<file path="src/logic/evbuf_ctrl_defs.svh">
// Constants for the event buffer control logic
`ifndef EVBUF_CTRL_DEFS_SVH
`define EVBUF_CTRL_DEFS_SVH

// ****************************************************************
// Message identifiers
// ****************************************************************
`define ID_FILL_REQ      4'h1
`define ID_DRAIN_REQ     4'h2
`define ID_FILL_DONE     4'h3
`define ID_CFG           4'h4
// Config word bit positions
`define CFG_FILL_AUTO    0
`define CFG_DRAIN_AUTO   1
// Timing
`define BUSY_LIMIT_NS    200
`define CLK_PERIOD_NS    4
`define BUSY_LIMIT_CYC   (`BUSY_LIMIT_NS / `CLK_PERIOD_NS)
// Shared memory layout: table of start/size pairs, words of 4 bytes
`define TBL_BASE         12'h000
`define ALIGN_BITS       3

`endif

</file>
<file path="src/logic/evbuf_ctrl_pkg.sv">
// Types for the event buffer control logic
package evbuf_ctrl_pkg;
    typedef enum logic [2:0] {
        FS_IDLE, FS_RD_START, FS_RD_SIZE, FS_BCAST, FS_WAIT, FS_SUM
    } fill_state_e;
    typedef enum logic [1:0] {
        DS_IDLE, DS_LOAD, DS_COPY
    } drain_state_e;
endpackage : evbuf_ctrl_pkg

</file>
<file path="src/logic/event_buffer_control_logic.sv">
// Central control logic of the event readout buffer module
// How it works
// - Channels write into the fill buffer number the controller last supplied.
// - A rejected buffer is reused only when the controller reissues its number.
// - Readout comes from the drain buffer number the controller supplies.
// - Fill and drain ports each have their own automatic sequential mode bit.
// - In automatic mode the port number advances itself; controller numbers ignored.
// - Messages written over the VME side enter the same queue as backplane ones.
// - Messages queue in a small FIFO and execute in queue order; a VME write enters ahead of a pending backplane word.
// - Each message word is 8 data bits with a 4-bit identifier.
// - Fill or drain request raises its busy status within 200 ns.
// - Fill start: fetch start and size from shared memory, broadcast to channels.
// - After data arrives, collect channel byte counts and sum into global count.
// - The global event byte count is presented for the VME master to read.
// - Drain loads DMA with per-channel counts; blocks copied back to back.
// - Filling one buffer and draining another may proceed together.
// - The output path moves one byte per clock, beyond 40 MByte/s.
// - Each channel port takes one byte per clock, beyond 53 MByte/s.
// - Busy and queue-full status lines are driven back to the controller.
// - Early link data waits in channel input FIFOs until the fill begins.
// - Drain emits channels in configured order, skipping disabled channels.
// - Buffer start and size are forced onto 8-byte boundaries.
`timescale 1ns/1ns
`include "evbuf_ctrl_defs.svh"
module event_buffer_control_logic
    import evbuf_ctrl_pkg::*;
#(
    parameter int NCH    = 10,
    parameter int BUF_W  = 8,
    parameter int ADDR_W = 16,
    parameter int CNT_W  = 16,
    parameter int MFIFO  = 8
) (
    input  wire logic                  clk_sys_in,
    input  wire logic                  rst_b_in,
    input  wire logic                  ce_in,
    // Backplane control bus
    input  wire logic                  bp_strobe_in,
    input  wire logic [3:0]            bp_id_in,
    input  wire logic [7:0]            bp_data_in,
    output logic                       fill_busy_out,
    output logic                       drain_busy_out,
    output logic                       msg_full_out,
    // VME control register writes
    input  wire logic                  vme_msg_we_in,
    input  wire logic [3:0]            vme_msg_id_in,
    input  wire logic [7:0]            vme_msg_data_in,
    output logic [CNT_W-1:0]           global_count_out,
    output logic                       global_count_valid_out,
    // Shared parameter memory read port
    output logic                       spm_rd_out,
    output logic [11:0]                spm_addr_out,
    input  wire logic [31:0]           spm_rdata_in,
    input  wire logic                  spm_rvalid_in,
    // Receive controllers
    output logic                       rx_start_out,
    output logic [BUF_W-1:0]           rx_buf_out,
    output logic [ADDR_W-1:0]          rx_base_out,
    output logic [ADDR_W-1:0]          rx_size_out,
    input  wire logic [NCH-1:0]        rx_done_in,
    input  wire logic [NCH*CNT_W-1:0]  rx_count_in,
    // Drain configuration
    input  wire logic [NCH-1:0]        ch_enable_in,
    input  wire logic [NCH*4-1:0]      ch_order_in,
    // DMA byte stream towards the VME output FIFO
    output logic [BUF_W-1:0]           dma_buf_out,
    output logic [3:0]                 dma_ch_out,
    output logic [CNT_W-1:0]           dma_offset_out,
    input  wire logic [7:0]            dma_byte_in,
    output logic                       ofifo_valid_out,
    output logic [7:0]                 ofifo_data_out,
    input  wire logic                  ofifo_ready_in
);
    initial begin
        if (NCH < 1 || NCH > 16) $error("NCH must be 1..16");
        if (`BUSY_LIMIT_CYC < 3) $error("Busy limit too short for pipeline");
    end

    // ****************************************************************
    // Reset and pin synchronisers
    // ****************************************************************
    logic rst_s1_reg, rst_reg;
    always_ff @(posedge clk_sys_in or negedge rst_b_in) begin
        if (!rst_b_in) begin
            rst_s1_reg <= 1'b0;
            rst_reg    <= 1'b0;
        end else begin
            rst_s1_reg <= 1'b1;
            rst_reg    <= rst_s1_reg;
        end
    end
    wire rst_b = rst_reg;

    // Backplane pins come from another module, so they pass two flops
    logic [12:0] bp_s1_reg, bp_s2_reg;
    logic        bp_prev_reg;
    always_ff @(posedge clk_sys_in or negedge rst_b) begin
        if (!rst_b) begin
            bp_s1_reg   <= '0;
            bp_s2_reg   <= '0;
            bp_prev_reg <= 1'b0;
        end else if (ce_in) begin
            bp_s1_reg   <= {bp_strobe_in, bp_id_in, bp_data_in};
            bp_s2_reg   <= bp_s1_reg;
            bp_prev_reg <= bp_s2_reg[12];
        end
    end
    wire bp_push = bp_s2_reg[12] && !bp_prev_reg;

    // ****************************************************************
    // Message queue
    // ****************************************************************
    // VME write wins a same-cycle tie; the backplane word is taken in the first cycle without a VME write
    logic        bp_hold_reg;
    logic [11:0] bp_word_reg;
    wire         q_push = vme_msg_we_in || bp_push || bp_hold_reg;
    wire  [11:0] q_wdata = vme_msg_we_in ? {vme_msg_id_in, vme_msg_data_in} :
                           bp_hold_reg ? bp_word_reg : bp_s2_reg[11:0];
    always_ff @(posedge clk_sys_in or negedge rst_b) begin
        if (!rst_b) begin
            bp_hold_reg <= 1'b0;
            bp_word_reg <= '0;
        end else if (ce_in) begin
            bp_hold_reg <= vme_msg_we_in && (bp_push || bp_hold_reg);
            if (bp_push) bp_word_reg <= bp_s2_reg[11:0];
        end
    end

    logic [11:0] q_rdata;
    logic        q_empty, q_full;
    wire         q_pop;
    msg_fifo #(.WIDTH(12), .DEPTH(MFIFO)) u_fifo (
        .clk_in    (clk_sys_in),
        .rst_b_in  (rst_b),
        .ce_in     (ce_in),
        .push_in   (q_push),
        .data_in   (q_wdata),
        .pop_in    (q_pop),
        .data_out  (q_rdata),
        .empty_out (q_empty),
        .full_out  (q_full)
    );
    wire [3:0] m_id   = q_rdata[11:8];
    wire [7:0] m_data = q_rdata[7:0];

    // ****************************************************************
    // Message decode
    // ****************************************************************
    fill_state_e  fs_reg;
    drain_state_e ds_reg;
    logic         fill_auto_reg, drain_auto_reg;
    logic [BUF_W-1:0] fill_buf_reg, drain_buf_reg;
    // A request waits at the queue head while its port is busy, keeping order
    wire is_fill  = (m_id == `ID_FILL_REQ);
    wire is_drain = (m_id == `ID_DRAIN_REQ);
    wire is_done  = (m_id == `ID_FILL_DONE);
    wire is_cfg   = (m_id == `ID_CFG);
    wire stall    = (is_fill && fs_reg != FS_IDLE) || (is_drain && ds_reg != DS_IDLE) ||
                    (is_done && fs_reg != FS_WAIT);
    assign q_pop  = !q_empty && !stall;
    wire take_fill  = q_pop && is_fill;
    wire take_drain = q_pop && is_drain;
    wire take_done  = q_pop && is_done;

    // Mode bits and buffer numbers
    always_ff @(posedge clk_sys_in or negedge rst_b) begin
        if (!rst_b) begin
            fill_auto_reg  <= 1'b0;
            drain_auto_reg <= 1'b0;
            fill_buf_reg   <= '0;
            drain_buf_reg  <= '0;
        end else if (ce_in) begin
            if (q_pop && is_cfg) begin
                fill_auto_reg  <= m_data[`CFG_FILL_AUTO];
                drain_auto_reg <= m_data[`CFG_DRAIN_AUTO];
            end
            if (take_fill)
                fill_buf_reg <= fill_auto_reg ? BUF_W'(fill_buf_reg + 1'b1) : BUF_W'(m_data);
            if (take_drain)
                drain_buf_reg <= drain_auto_reg ? BUF_W'(drain_buf_reg + 1'b1) : BUF_W'(m_data);
        end
    end

    // ****************************************************************
    // Fill sequencer
    // ****************************************************************
    logic [ADDR_W-1:0] base_reg, size_reg;
    logic [CNT_W-1:0]  sum_reg;
    logic [3:0]        sum_idx_reg;
    wire  [CNT_W-1:0]  cnt_sel = rx_count_in[sum_idx_reg*CNT_W +: CNT_W];
    wire  [ADDR_W-1:0] align_mask = ~ADDR_W'((1 << `ALIGN_BITS) - 1);
    wire  [11:0]       tbl_addr = `TBL_BASE + {3'h0, fill_buf_reg, 1'b0};
    wire               sum_last = (sum_idx_reg == 4'(NCH - 1));

    // Fill-side state; the channels' input FIFOs hold early data until rx_start
    always_ff @(posedge clk_sys_in or negedge rst_b) begin
        if (!rst_b) begin
            fs_reg      <= FS_IDLE;
            base_reg    <= '0;
            size_reg    <= '0;
            sum_reg     <= '0;
            sum_idx_reg <= '0;
        end else if (ce_in) begin
            unique case (fs_reg)
                FS_IDLE:     if (take_fill) fs_reg <= FS_RD_START;
                FS_RD_START: if (spm_rvalid_in) begin
                    base_reg <= spm_rdata_in[ADDR_W-1:0] & align_mask;
                    fs_reg   <= FS_RD_SIZE;
                end
                FS_RD_SIZE:  if (spm_rvalid_in) begin
                    size_reg <= spm_rdata_in[ADDR_W-1:0] & align_mask;
                    fs_reg   <= FS_BCAST;
                end
                FS_BCAST:    fs_reg <= FS_WAIT;
                FS_WAIT:     if (take_done || &rx_done_in) begin
                    sum_reg     <= '0;
                    sum_idx_reg <= '0;
                    fs_reg      <= FS_SUM;
                end
                FS_SUM: begin
                    sum_reg     <= sum_reg + cnt_sel;
                    sum_idx_reg <= sum_idx_reg + 1'b1;
                    if (sum_last) fs_reg <= FS_IDLE;
                end
            endcase
        end
    end

    // Registered outputs toward shared memory, channels and the scanner
    always_ff @(posedge clk_sys_in or negedge rst_b) begin
        if (!rst_b) begin
            spm_rd_out             <= 1'b0;
            spm_addr_out           <= '0;
            rx_start_out           <= 1'b0;
            rx_buf_out             <= '0;
            rx_base_out            <= '0;
            rx_size_out            <= '0;
            global_count_out       <= '0;
            global_count_valid_out <= 1'b0;
        end else if (ce_in) begin
            spm_rd_out   <= (fs_reg == FS_RD_START && !spm_rvalid_in) ||
                            (fs_reg == FS_RD_SIZE && !spm_rvalid_in);
            spm_addr_out <= (fs_reg == FS_RD_SIZE) ? tbl_addr + 12'h001 : tbl_addr;
            rx_start_out <= (fs_reg == FS_BCAST);
            if (fs_reg == FS_BCAST) begin
                rx_buf_out  <= fill_buf_reg;
                rx_base_out <= base_reg;
                rx_size_out <= size_reg;
            end
            if (take_fill) global_count_valid_out <= 1'b0;
            if (fs_reg == FS_SUM && sum_last) begin
                global_count_out       <= sum_reg + cnt_sel;
                global_count_valid_out <= 1'b1;
            end
        end
    end

    // ****************************************************************
    // Drain DMA, independent of the fill sequencer
    // ****************************************************************
    logic [3:0]       slot_reg;
    logic [CNT_W-1:0] left_reg;
    wire  [3:0]       slot_ch  = ch_order_in[slot_reg*4 +: 4];
    wire              slot_ok  = ch_enable_in[slot_ch] && (rx_count_in[slot_ch*CNT_W +: CNT_W] != '0);
    wire              last_slot = (slot_reg == 4'(NCH - 1));
    wire              beat     = ds_reg == DS_COPY && (!ofifo_valid_out || ofifo_ready_in);

    // One byte per clock gives 250 MByte/s on both sides
    always_ff @(posedge clk_sys_in or negedge rst_b) begin
        if (!rst_b) begin
            ds_reg          <= DS_IDLE;
            slot_reg        <= '0;
            left_reg        <= '0;
            dma_buf_out     <= '0;
            dma_ch_out      <= '0;
            dma_offset_out  <= '0;
            ofifo_valid_out <= 1'b0;
            ofifo_data_out  <= '0;
        end else if (ce_in) begin
            if (ofifo_ready_in) ofifo_valid_out <= 1'b0;
            unique case (ds_reg)
                DS_IDLE: if (take_drain) begin
                    slot_reg <= '0;
                    ds_reg   <= DS_LOAD;
                end
                DS_LOAD: begin
                    dma_buf_out <= drain_buf_reg;
                    if (slot_ok) begin
                        dma_ch_out     <= slot_ch;
                        dma_offset_out <= '0;
                        left_reg       <= rx_count_in[slot_ch*CNT_W +: CNT_W];
                        ds_reg         <= DS_COPY;
                    end else if (last_slot) ds_reg <= DS_IDLE;
                    else slot_reg <= slot_reg + 1'b1;
                end
                DS_COPY: if (beat) begin
                    ofifo_valid_out <= 1'b1;
                    ofifo_data_out  <= dma_byte_in;
                    dma_offset_out  <= dma_offset_out + 1'b1;
                    left_reg        <= left_reg - 1'b1;
                    if (left_reg == CNT_W'(1)) begin
                        slot_reg <= slot_reg + 1'b1;
                        ds_reg   <= last_slot ? DS_IDLE : DS_LOAD;
                    end
                end
            endcase
        end
    end

    // ****************************************************************
    // Status toward the controller
    // ****************************************************************
    always_ff @(posedge clk_sys_in or negedge rst_b) begin
        if (!rst_b) begin
            fill_busy_out  <= 1'b0;
            drain_busy_out <= 1'b0;
            msg_full_out   <= 1'b0;
        end else if (ce_in) begin
            fill_busy_out  <= take_fill || fs_reg != FS_IDLE;
            drain_busy_out <= take_drain || ds_reg != DS_IDLE;
            msg_full_out   <= q_full;
        end
    end
endmodule : event_buffer_control_logic

</file>
<file path="src/logic/msg_fifo.sv">
// Small first-in first-out store for controller messages
`timescale 1ns/1ns
module msg_fifo #(
    parameter int WIDTH = 12,
    parameter int DEPTH = 8
) (
    input  wire logic             clk_in,
    input  wire logic             rst_b_in,
    input  wire logic             ce_in,
    input  wire logic             push_in,
    input  wire logic [WIDTH-1:0] data_in,
    input  wire logic             pop_in,
    output logic      [WIDTH-1:0] data_out,
    output logic                  empty_out,
    output logic                  full_out
);
    localparam int AW = $clog2(DEPTH);
    initial begin
        if (DEPTH < 2 || (1 << AW) != DEPTH) $error("DEPTH must be a power of two >= 2");
    end

    logic [WIDTH-1:0] mem_reg [DEPTH];
    logic [AW:0]      wr_ptr_reg;
    logic [AW:0]      rd_ptr_reg;
    wire              do_push = push_in && !full_out;
    wire              do_pop  = pop_in && !empty_out;

    // Storage and pointers; arrival order is kept by plain ring pointers
    always_ff @(posedge clk_in or negedge rst_b_in) begin
        if (!rst_b_in) begin
            wr_ptr_reg <= '0;
            rd_ptr_reg <= '0;
        end else if (ce_in) begin
            if (do_push) wr_ptr_reg <= wr_ptr_reg + 1'b1;
            if (do_pop)  rd_ptr_reg <= rd_ptr_reg + 1'b1;
        end
    end
    always_ff @(posedge clk_in) begin
        if (ce_in && do_push) mem_reg[wr_ptr_reg[AW-1:0]] <= data_in;
    end

    assign data_out  = mem_reg[rd_ptr_reg[AW-1:0]];
    assign empty_out = (wr_ptr_reg == rd_ptr_reg);
    assign full_out  = (wr_ptr_reg[AW] != rd_ptr_reg[AW]) && (wr_ptr_reg[AW-1:0] == rd_ptr_reg[AW-1:0]);
endmodule : msg_fifo

</file>
<file path="config.mk">
export PLATFORM = sky130hd
export DESIGN_NAME = event_buffer_control_logic
export DESIGN_NICKNAME = d
export VERILOG_FILES = /design/src/logic/evbuf_ctrl_pkg.sv /design/src/logic/event_buffer_control_logic.sv /design/src/logic/msg_fifo.sv
export VERILOG_INCLUDE_DIRS = /design/src /design/src/logic
export SDC_FILE = /design/constraint.sdc
export NUM_CORES = 1
export LEC_CHECK = 0
export BUFFER_PORTS_ARGS = -buffer_cell sky130_fd_sc_hd__clkbuf_2
export CORE_MARGIN = 8
export CORE_UTILIZATION = 50
export DETAILED_ROUTE_END_ITERATION = 10
export PLACE_DENSITY = 0.79
export REMOVE_ABC_BUFFERS = 1
export SYNTH_ARGS = -nofsm -noshare
export SYNTH_HDL_FRONTEND = slang
export SYNTH_HIERARCHICAL = 1
export SYNTH_SLANG_ARGS = --single-unit
</file>
<file path="constraint.sdc">
create_clock -name clk_sys_in -period 7.11 [get_ports clk_sys_in]
set_input_delay 0.711 -clock clk_sys_in [delete_from_list [all_inputs] [get_ports clk_sys_in]]
set_output_delay 0.711 -clock clk_sys_in [all_outputs]
set_load 0.01 [all_outputs]
</file>
### Yosys cells after proc, flatten, opt, wreduce, memory -nomap -nowiden

Memory sizes are Yosys's and may differ from the RTL's.
Index checks and enable logic that the tools add are counted.

* memories: 1
* bits in writable memories: 96
* word-level logic and storage cells: 188
* register bits after elaboration: 244
* memory bits (read-only): 0
* input bits: 291
* bits in latches: 0

* order comparisons: 1
* muxes and demuxes: 43
* add/sub/neg operators: 10
* divide/modulo/power cells: 0
* multiply operators: 0
* bitwise gates (word level): 0
* shift operators: 3
* eq/ne operators: 30
* reductions and logical operators: 63

Memory list
* u_fifo.mem_reg: depth 8, width 12, rd ports 1, clocked after Yosys merged registers in 0, wr ports 1, line msg_fifo.sv:22 `logic [WIDTH-1:0] mem_reg [DEPTH];`

Operators by type and width (count)
* 160-bit by 9-bit variable part select with 16-bit output: 2
* 16-bit one-hot mux with 2 select lines: 3
* 16-bit two-way mux: 5
* 40-bit by 7-bit variable part select with 4-bit output: 1
* 12-bit two-way mux: 2
* 4-bit two-way mux: 6
* 2-bit != test (second input constant): 10
* 2-bit AND reduction: 10
* 1-bit logical AND: 19
* 3-bit one-hot mux with 6 select lines: 1
* 16-bit by 1-bit adder with 16-bit output (second input constant): 1
* 16-bit adder: 1
* 4-bit by 1-bit adder with 4-bit output (second input constant): 4
* 8-bit by 1-bit adder with 8-bit output (second input constant): 2
* 16-bit by 1-bit equality test with 1-bit output (second input constant): 1
* 8-bit two-way mux: 2
* 16-bit nonzero test: 1
* 16-bit by 1-bit subtractor with 16-bit output (second input constant): 1
* 3-bit two-way mux: 5
* 3-bit AND reduction: 5
* 4-bit one-hot mux with 3 select lines: 1
* 6-bit AND reduction: 2
* 9-bit by 1-bit adder with 10-bit output (second input constant): 1
* 1-bit logical OR: 10
* 29 further kinds: 54

### Depth between registers and ports, before layout

An unclocked memory read counts as a cell.

* depth after elaboration: 11
* mapped depth: 19

### Hierarchy

The synthesis kept the hierarchy.

Modules (own cells, without submodules)
* event_buffer_control_logic: seq. area each 5830.6 µm², area each 14232.4 µm², instances 1, cells an instance 1383
* msg_fifo: seq. area each 3083.0 µm², area each 4187.8 µm², instances 1, cells an instance 194

### Least setup slack after synthesis

No wires, ideal clock.

* kind: register to register
* start: reg sum_idx_reg[0]
* end: reg global_count_out[14]
* data required time: 6.985 ns
* arrival: 5.044 ns
* stages on the path, launching flop included: 20
* setup slack: 1.941 ns
* cell sequence: dfrtp_1 > clkbuf_1 > buf_1 > clkbuf_1 > mux4_2 > mux2i_1 > o22ai_1 > ha_1 > fa_1 > a21o_1 > a21oi_1 > o21bai_1 > a21oi_1 > o21bai_1 > a21oi_1 > o21bai_1 > a2111oi_0 > o31ai_1 > xor2_1 > mux2_2

* longest elaborated chain between the ends: 3

Ends and longest elaborated chain
* start: declaration: line event_buffer_control_logic.sv:189 `logic [3:0] sum_idx_reg;`
* start signal: assignment: line event_buffer_control_logic.sv:222 `sum_idx_reg <= sum_idx_reg + 1'b1;`
* branches (longest 3 deep; another with 16-bit adder)
* end signal: assignment: line event_buffer_control_logic.sv:252 `global_count_out <= sum_reg + cnt_sel;`
* end: declaration: line event_buffer_control_logic.sv:48 `output logic [CNT_W-1:0] global_count_out,`

Parallel ways; which one is timed is not known.
A chain may end at the register's enable or synchronous reset.

### Worst setup path in the final report

* start: reg slot_reg[1]
* end: reg left_reg[6]

* longest elaborated chain between the ends: 6

Ends and longest elaborated chain
* start: declaration: line event_buffer_control_logic.sv:261 `logic [3:0] slot_reg;`
* start signal: assignment: line event_buffer_control_logic.sv:294 `else slot_reg <= slot_reg + 1'b1;`
* start signal: assignment: line event_buffer_control_logic.sv:302 `slot_reg <= slot_reg + 1'b1;`
* 40-bit by 7-bit variable part select with 4-bit output *: line event_buffer_control_logic.sv:263 `wire [3:0] slot_ch = ch_order_in[slot_reg*4 +: 4];`
* 160-bit by 9-bit variable part select with 16-bit output or 1-bit binary-select mux with 4-bit select (tied branches): line event_buffer_control_logic.sv:264, event_buffer_control_logic.sv:291
* 16-bit nonzero test or 1-bit two-way mux (tied branches): line event_buffer_control_logic.sv:264 `wire slot_ok = ch_enable_in[slot_ch] && (rx_count_in[slot_ch*CNT_W +: CNT_W] != '0);`
* 1-bit logical AND: line event_buffer_control_logic.sv:264
* 2-bit != test (no line)
* 4-bit AND reduction (no line)
* end signal: assignment: line event_buffer_control_logic.sv:291 `left_reg <= rx_count_in[slot_ch*CNT_W +: CNT_W];`
* end signal: assignment: line event_buffer_control_logic.sv:300 `left_reg <= left_reg - 1'b1;`
* end: declaration: line event_buffer_control_logic.sv:262 `logic [CNT_W-1:0] left_reg;`

Mark *: on every way between the ends. The rest lies on a longest branch, timed or not. The select of a mux whose other input is x is not followed.

==> out/qor.txt <==
max reg flops: 96
top-count cell post-synth: dfrtp_1
DRT iter0 DRCs: 1,387
DR pass1 iterations: 7
Hold Crit Endpoint: rst_b$_DFF_PN0_
Via density: 6.019
Final Hold Vio Count: 0
TritonCTS Buffers: 37
num ports: 402
reg-to-reg startpoint: slot_reg[1]$_DFFE_PN0P_
hold path depth: 0
synth top area cells: dfrtp_1 (33%), edfxtp_1 (16%), mux2_2 (11%)
register bit total from synthesis: 337
final net count: 2,233
synthesized area per cell: 11.68 um2
vias in the first global route: 15.09k
Worst-path clk slew: 0.06 ns
die height: 207.9 um
critical path cell sequence: mux2_1 -> a222oi_1 -> a21oi_2 -> nor2_1 -> a32oi_1 -> a32oi_1 -> nand4_1 -> o41ai_4 -> buf_4 -> a21oi_4 -> buf_4 -> a21oi_1 -> o221ai_1
PnR worst setup slack: 1.664 ns
HP Start: rst_s1_reg$_DFF_PN0_
Total Power: 9.886 mW
Starting Density: 0.5056
Post-Syn Area: 0.01842 mm2
Worst Clk Skew: 0.01213 ns
WL final: 55.44 mm
Synth area leader: dfrtp_1
DR WL/cell: 22.89 um
PwrDens: 451.0 mW/mm2
clock latency on the worst-skew pair: 0.53 ns
CTS tree: done
Mapped Cells: 1,577
placed inst area: 0.02060 mm2
Worst slew margin: 0.1111
maxcap violations: 0
Reg2Reg Depth: 13
initial antenna violation count: 17
Post-synth EDFFs: 96
PortBufs: 373
root buffer cell: clkbuf_16
fillers: 2,947
Worst EP arrival: 5.79 ns
Leak: 9.730 nW
top cell family by delay on the critical path: compound AO/OA/AOI/OAI gates
RSZ-0062 raised after global routing: false
Crit. End Element: flop
reg-to-reg endpoint: left_reg[6]$_DFFE_PN0P_
final setup TNS: 0 ns
Critical Path RT: 7.46 ns
Worst Max-Slew Pin Slew: 1.328 ns
worst min-delay path class: flop to flop
gr ovfl total: 0
# H-tree levels: 2
ys async rst share: 0.7151
first-pass GRT wire length: 85.97 mm
Worst Setup Path Type: flop to flop
Max VDD drop: 0.2639 mV
CP Max Fanout: 18
fmax: 183.6 MHz
Unique masters post-synth: 73
Die X: 207.9 um
clk sinks: 337
Synth top area share: 0.3274
residual DRC count: 0
sequential-to-total area share from yosys stat: 0.4839
layout cells sized above 1: 0.3528
final instance area: 0.02192 mm2
Buf/Inv on CP: 2
Post-synth top cells: dfrtp_1 (241), nand2_1 (204), mux2_2 (173), edfxtp_1 (96), mux2i_1 (93)
fin crit period: 5.446 ns
Clock Path Buffers: 3
dpl ws: 1.858 ns
CORE AREA: 0.03643 mm2
Startpoint Class: flop
GRT Total Usage: 0.2483
Synth Warn #: 6
Rows: 70
outcome: complete, no violations
R2R Setup Slk: 1.66 ns
Critical Path Stages: 13
ANT nets after route: 0
Crit-path slowest cell: nor2_1
full die area: 0.04324 mm2
final estimated routing congestion in global placement: 0.9233
via count: 14.58k
# setup viols final: 0
postcts setup bufs: 0
largest net degree at the start of global routing: 76
fin. max-slew vios: 0
Critical Path Max Stage Delay: 1.01 ns
hpwl dp: 41.08 mm
Main synth FF type: dfrtp_1
Area Growth Syn to Fin: 18.99%
final worst path period share: 0.7659
==> cells by family after synthesis <==
family	Yosys count	share of synthesized area
DFF	337	0.4839
other	2	0.0004077
xor gates and xnor gates	25	0.01189
muxes	327	0.2325
buffers and inverters	146	0.03648
AOI/OAI and AO/OA	289	0.1100
and+or+nand+nor	421	0.1041
adders and majority gates	30	0.02079
==> area by class of cell <==
class / count / area [um2] / share of cell area
inverter: 33 / 123.9 / 0.005651
clock buffer: 49 / 1012 / 0.04618
timing repair buffer: 401 / 2079 / 0.09487
sequential: 337 / 8921 / 0.4070
multi-input combinational: 1102 / 8897 / 0.4059
tap: 468 / 585.6 / 0.02672
antenna: 15 / 37.54 / 0.001713
clock inverter: 17 / 261.5 / 0.01193
==> where the power goes <==
group / leakage, nW / total [mW] / internal [mW] / switching, mW
logic: 5.24 / 4.72 / 2.02 / 2.70
clock network: 0.613 / 2.00 / 1.23 / 0.776
registers: 3.88 / 3.16 / 2.61 / 0.548
total: 9.73 / 9.89 / 5.86 / 4.02
==> placed cells by master, fill, tap and decap left out, drive strengths merged, types with 8 or more instances in the layout <==
cell	count
mux2i	93
edfxtp	96
a21oi	68
o21ai	45
and3	17
nor3	16
a21o	8
a32oi	50
ha	29
a31oi	10
diode	15
buf	27
a22o	17
nand4	12
nand2	205
clkinv	9
nor2	61
mux2	176
conb	10
mux4	58
inv	33
xnor2	18
clkbuf	422
nor2b	12
nand2b	20
nand3	47
dfrtp	241
o22ai	30
==> per-stage QoR <==
stage          utilization  hold WS [ns]  cells
4_1_cts             0.6005        0.3569   2407
6_report            0.6016        0.3554   2422
3_3_place_gp        0.5653        0.3385   2340
3_5_place_dp        0.5653        0.3402   2340
5_1_grt             0.6015        0.3664   2421
2_1_floorplan            -        0.3312   1472
==> metal layers <==
layer  share of wire  track usage
met1            0.38       0.2867
met2            0.50       0.4212
met3           0.078      0.06313
met4           0.047       0.1339
met5               0            0
==> what timing repair did <==
action                                 in CTS  in global routing
endpoints found under the hold margin       2                  0
gates resized for setup                     0                  0
hold buffers                                1                  0
==> worst max-delay path by stage <==
stage | start | endpoint | slack (ns)
3_5_place_dp | slot_reg[1]$_DFFE_PN0P_ | left_reg[6]$_DFFE_PN0P_ | 1.86
3_3_place_gp | slot_reg[1]$_DFFE_PN0P_ | left_reg[7]$_DFFE_PN0P_ | 1.95
6_report | slot_reg[1]$_DFFE_PN0P_ | left_reg[6]$_DFFE_PN0P_ | 1.66
4_1_cts | slot_reg[1]$_DFFE_PN0P_ | left_reg[6]$_DFFE_PN0P_ | 1.85
2_1_floorplan | slot_reg[1]$_DFFE_PN0P_ | left_reg[12]$_DFFE_PN0P_ | -0.29
5_1_grt | slot_reg[1]$_DFFE_PN0P_ | dma_offset_out[3]$_DFFE_PN0P_ | 1.52
Power figures use the tool's default switching activity.
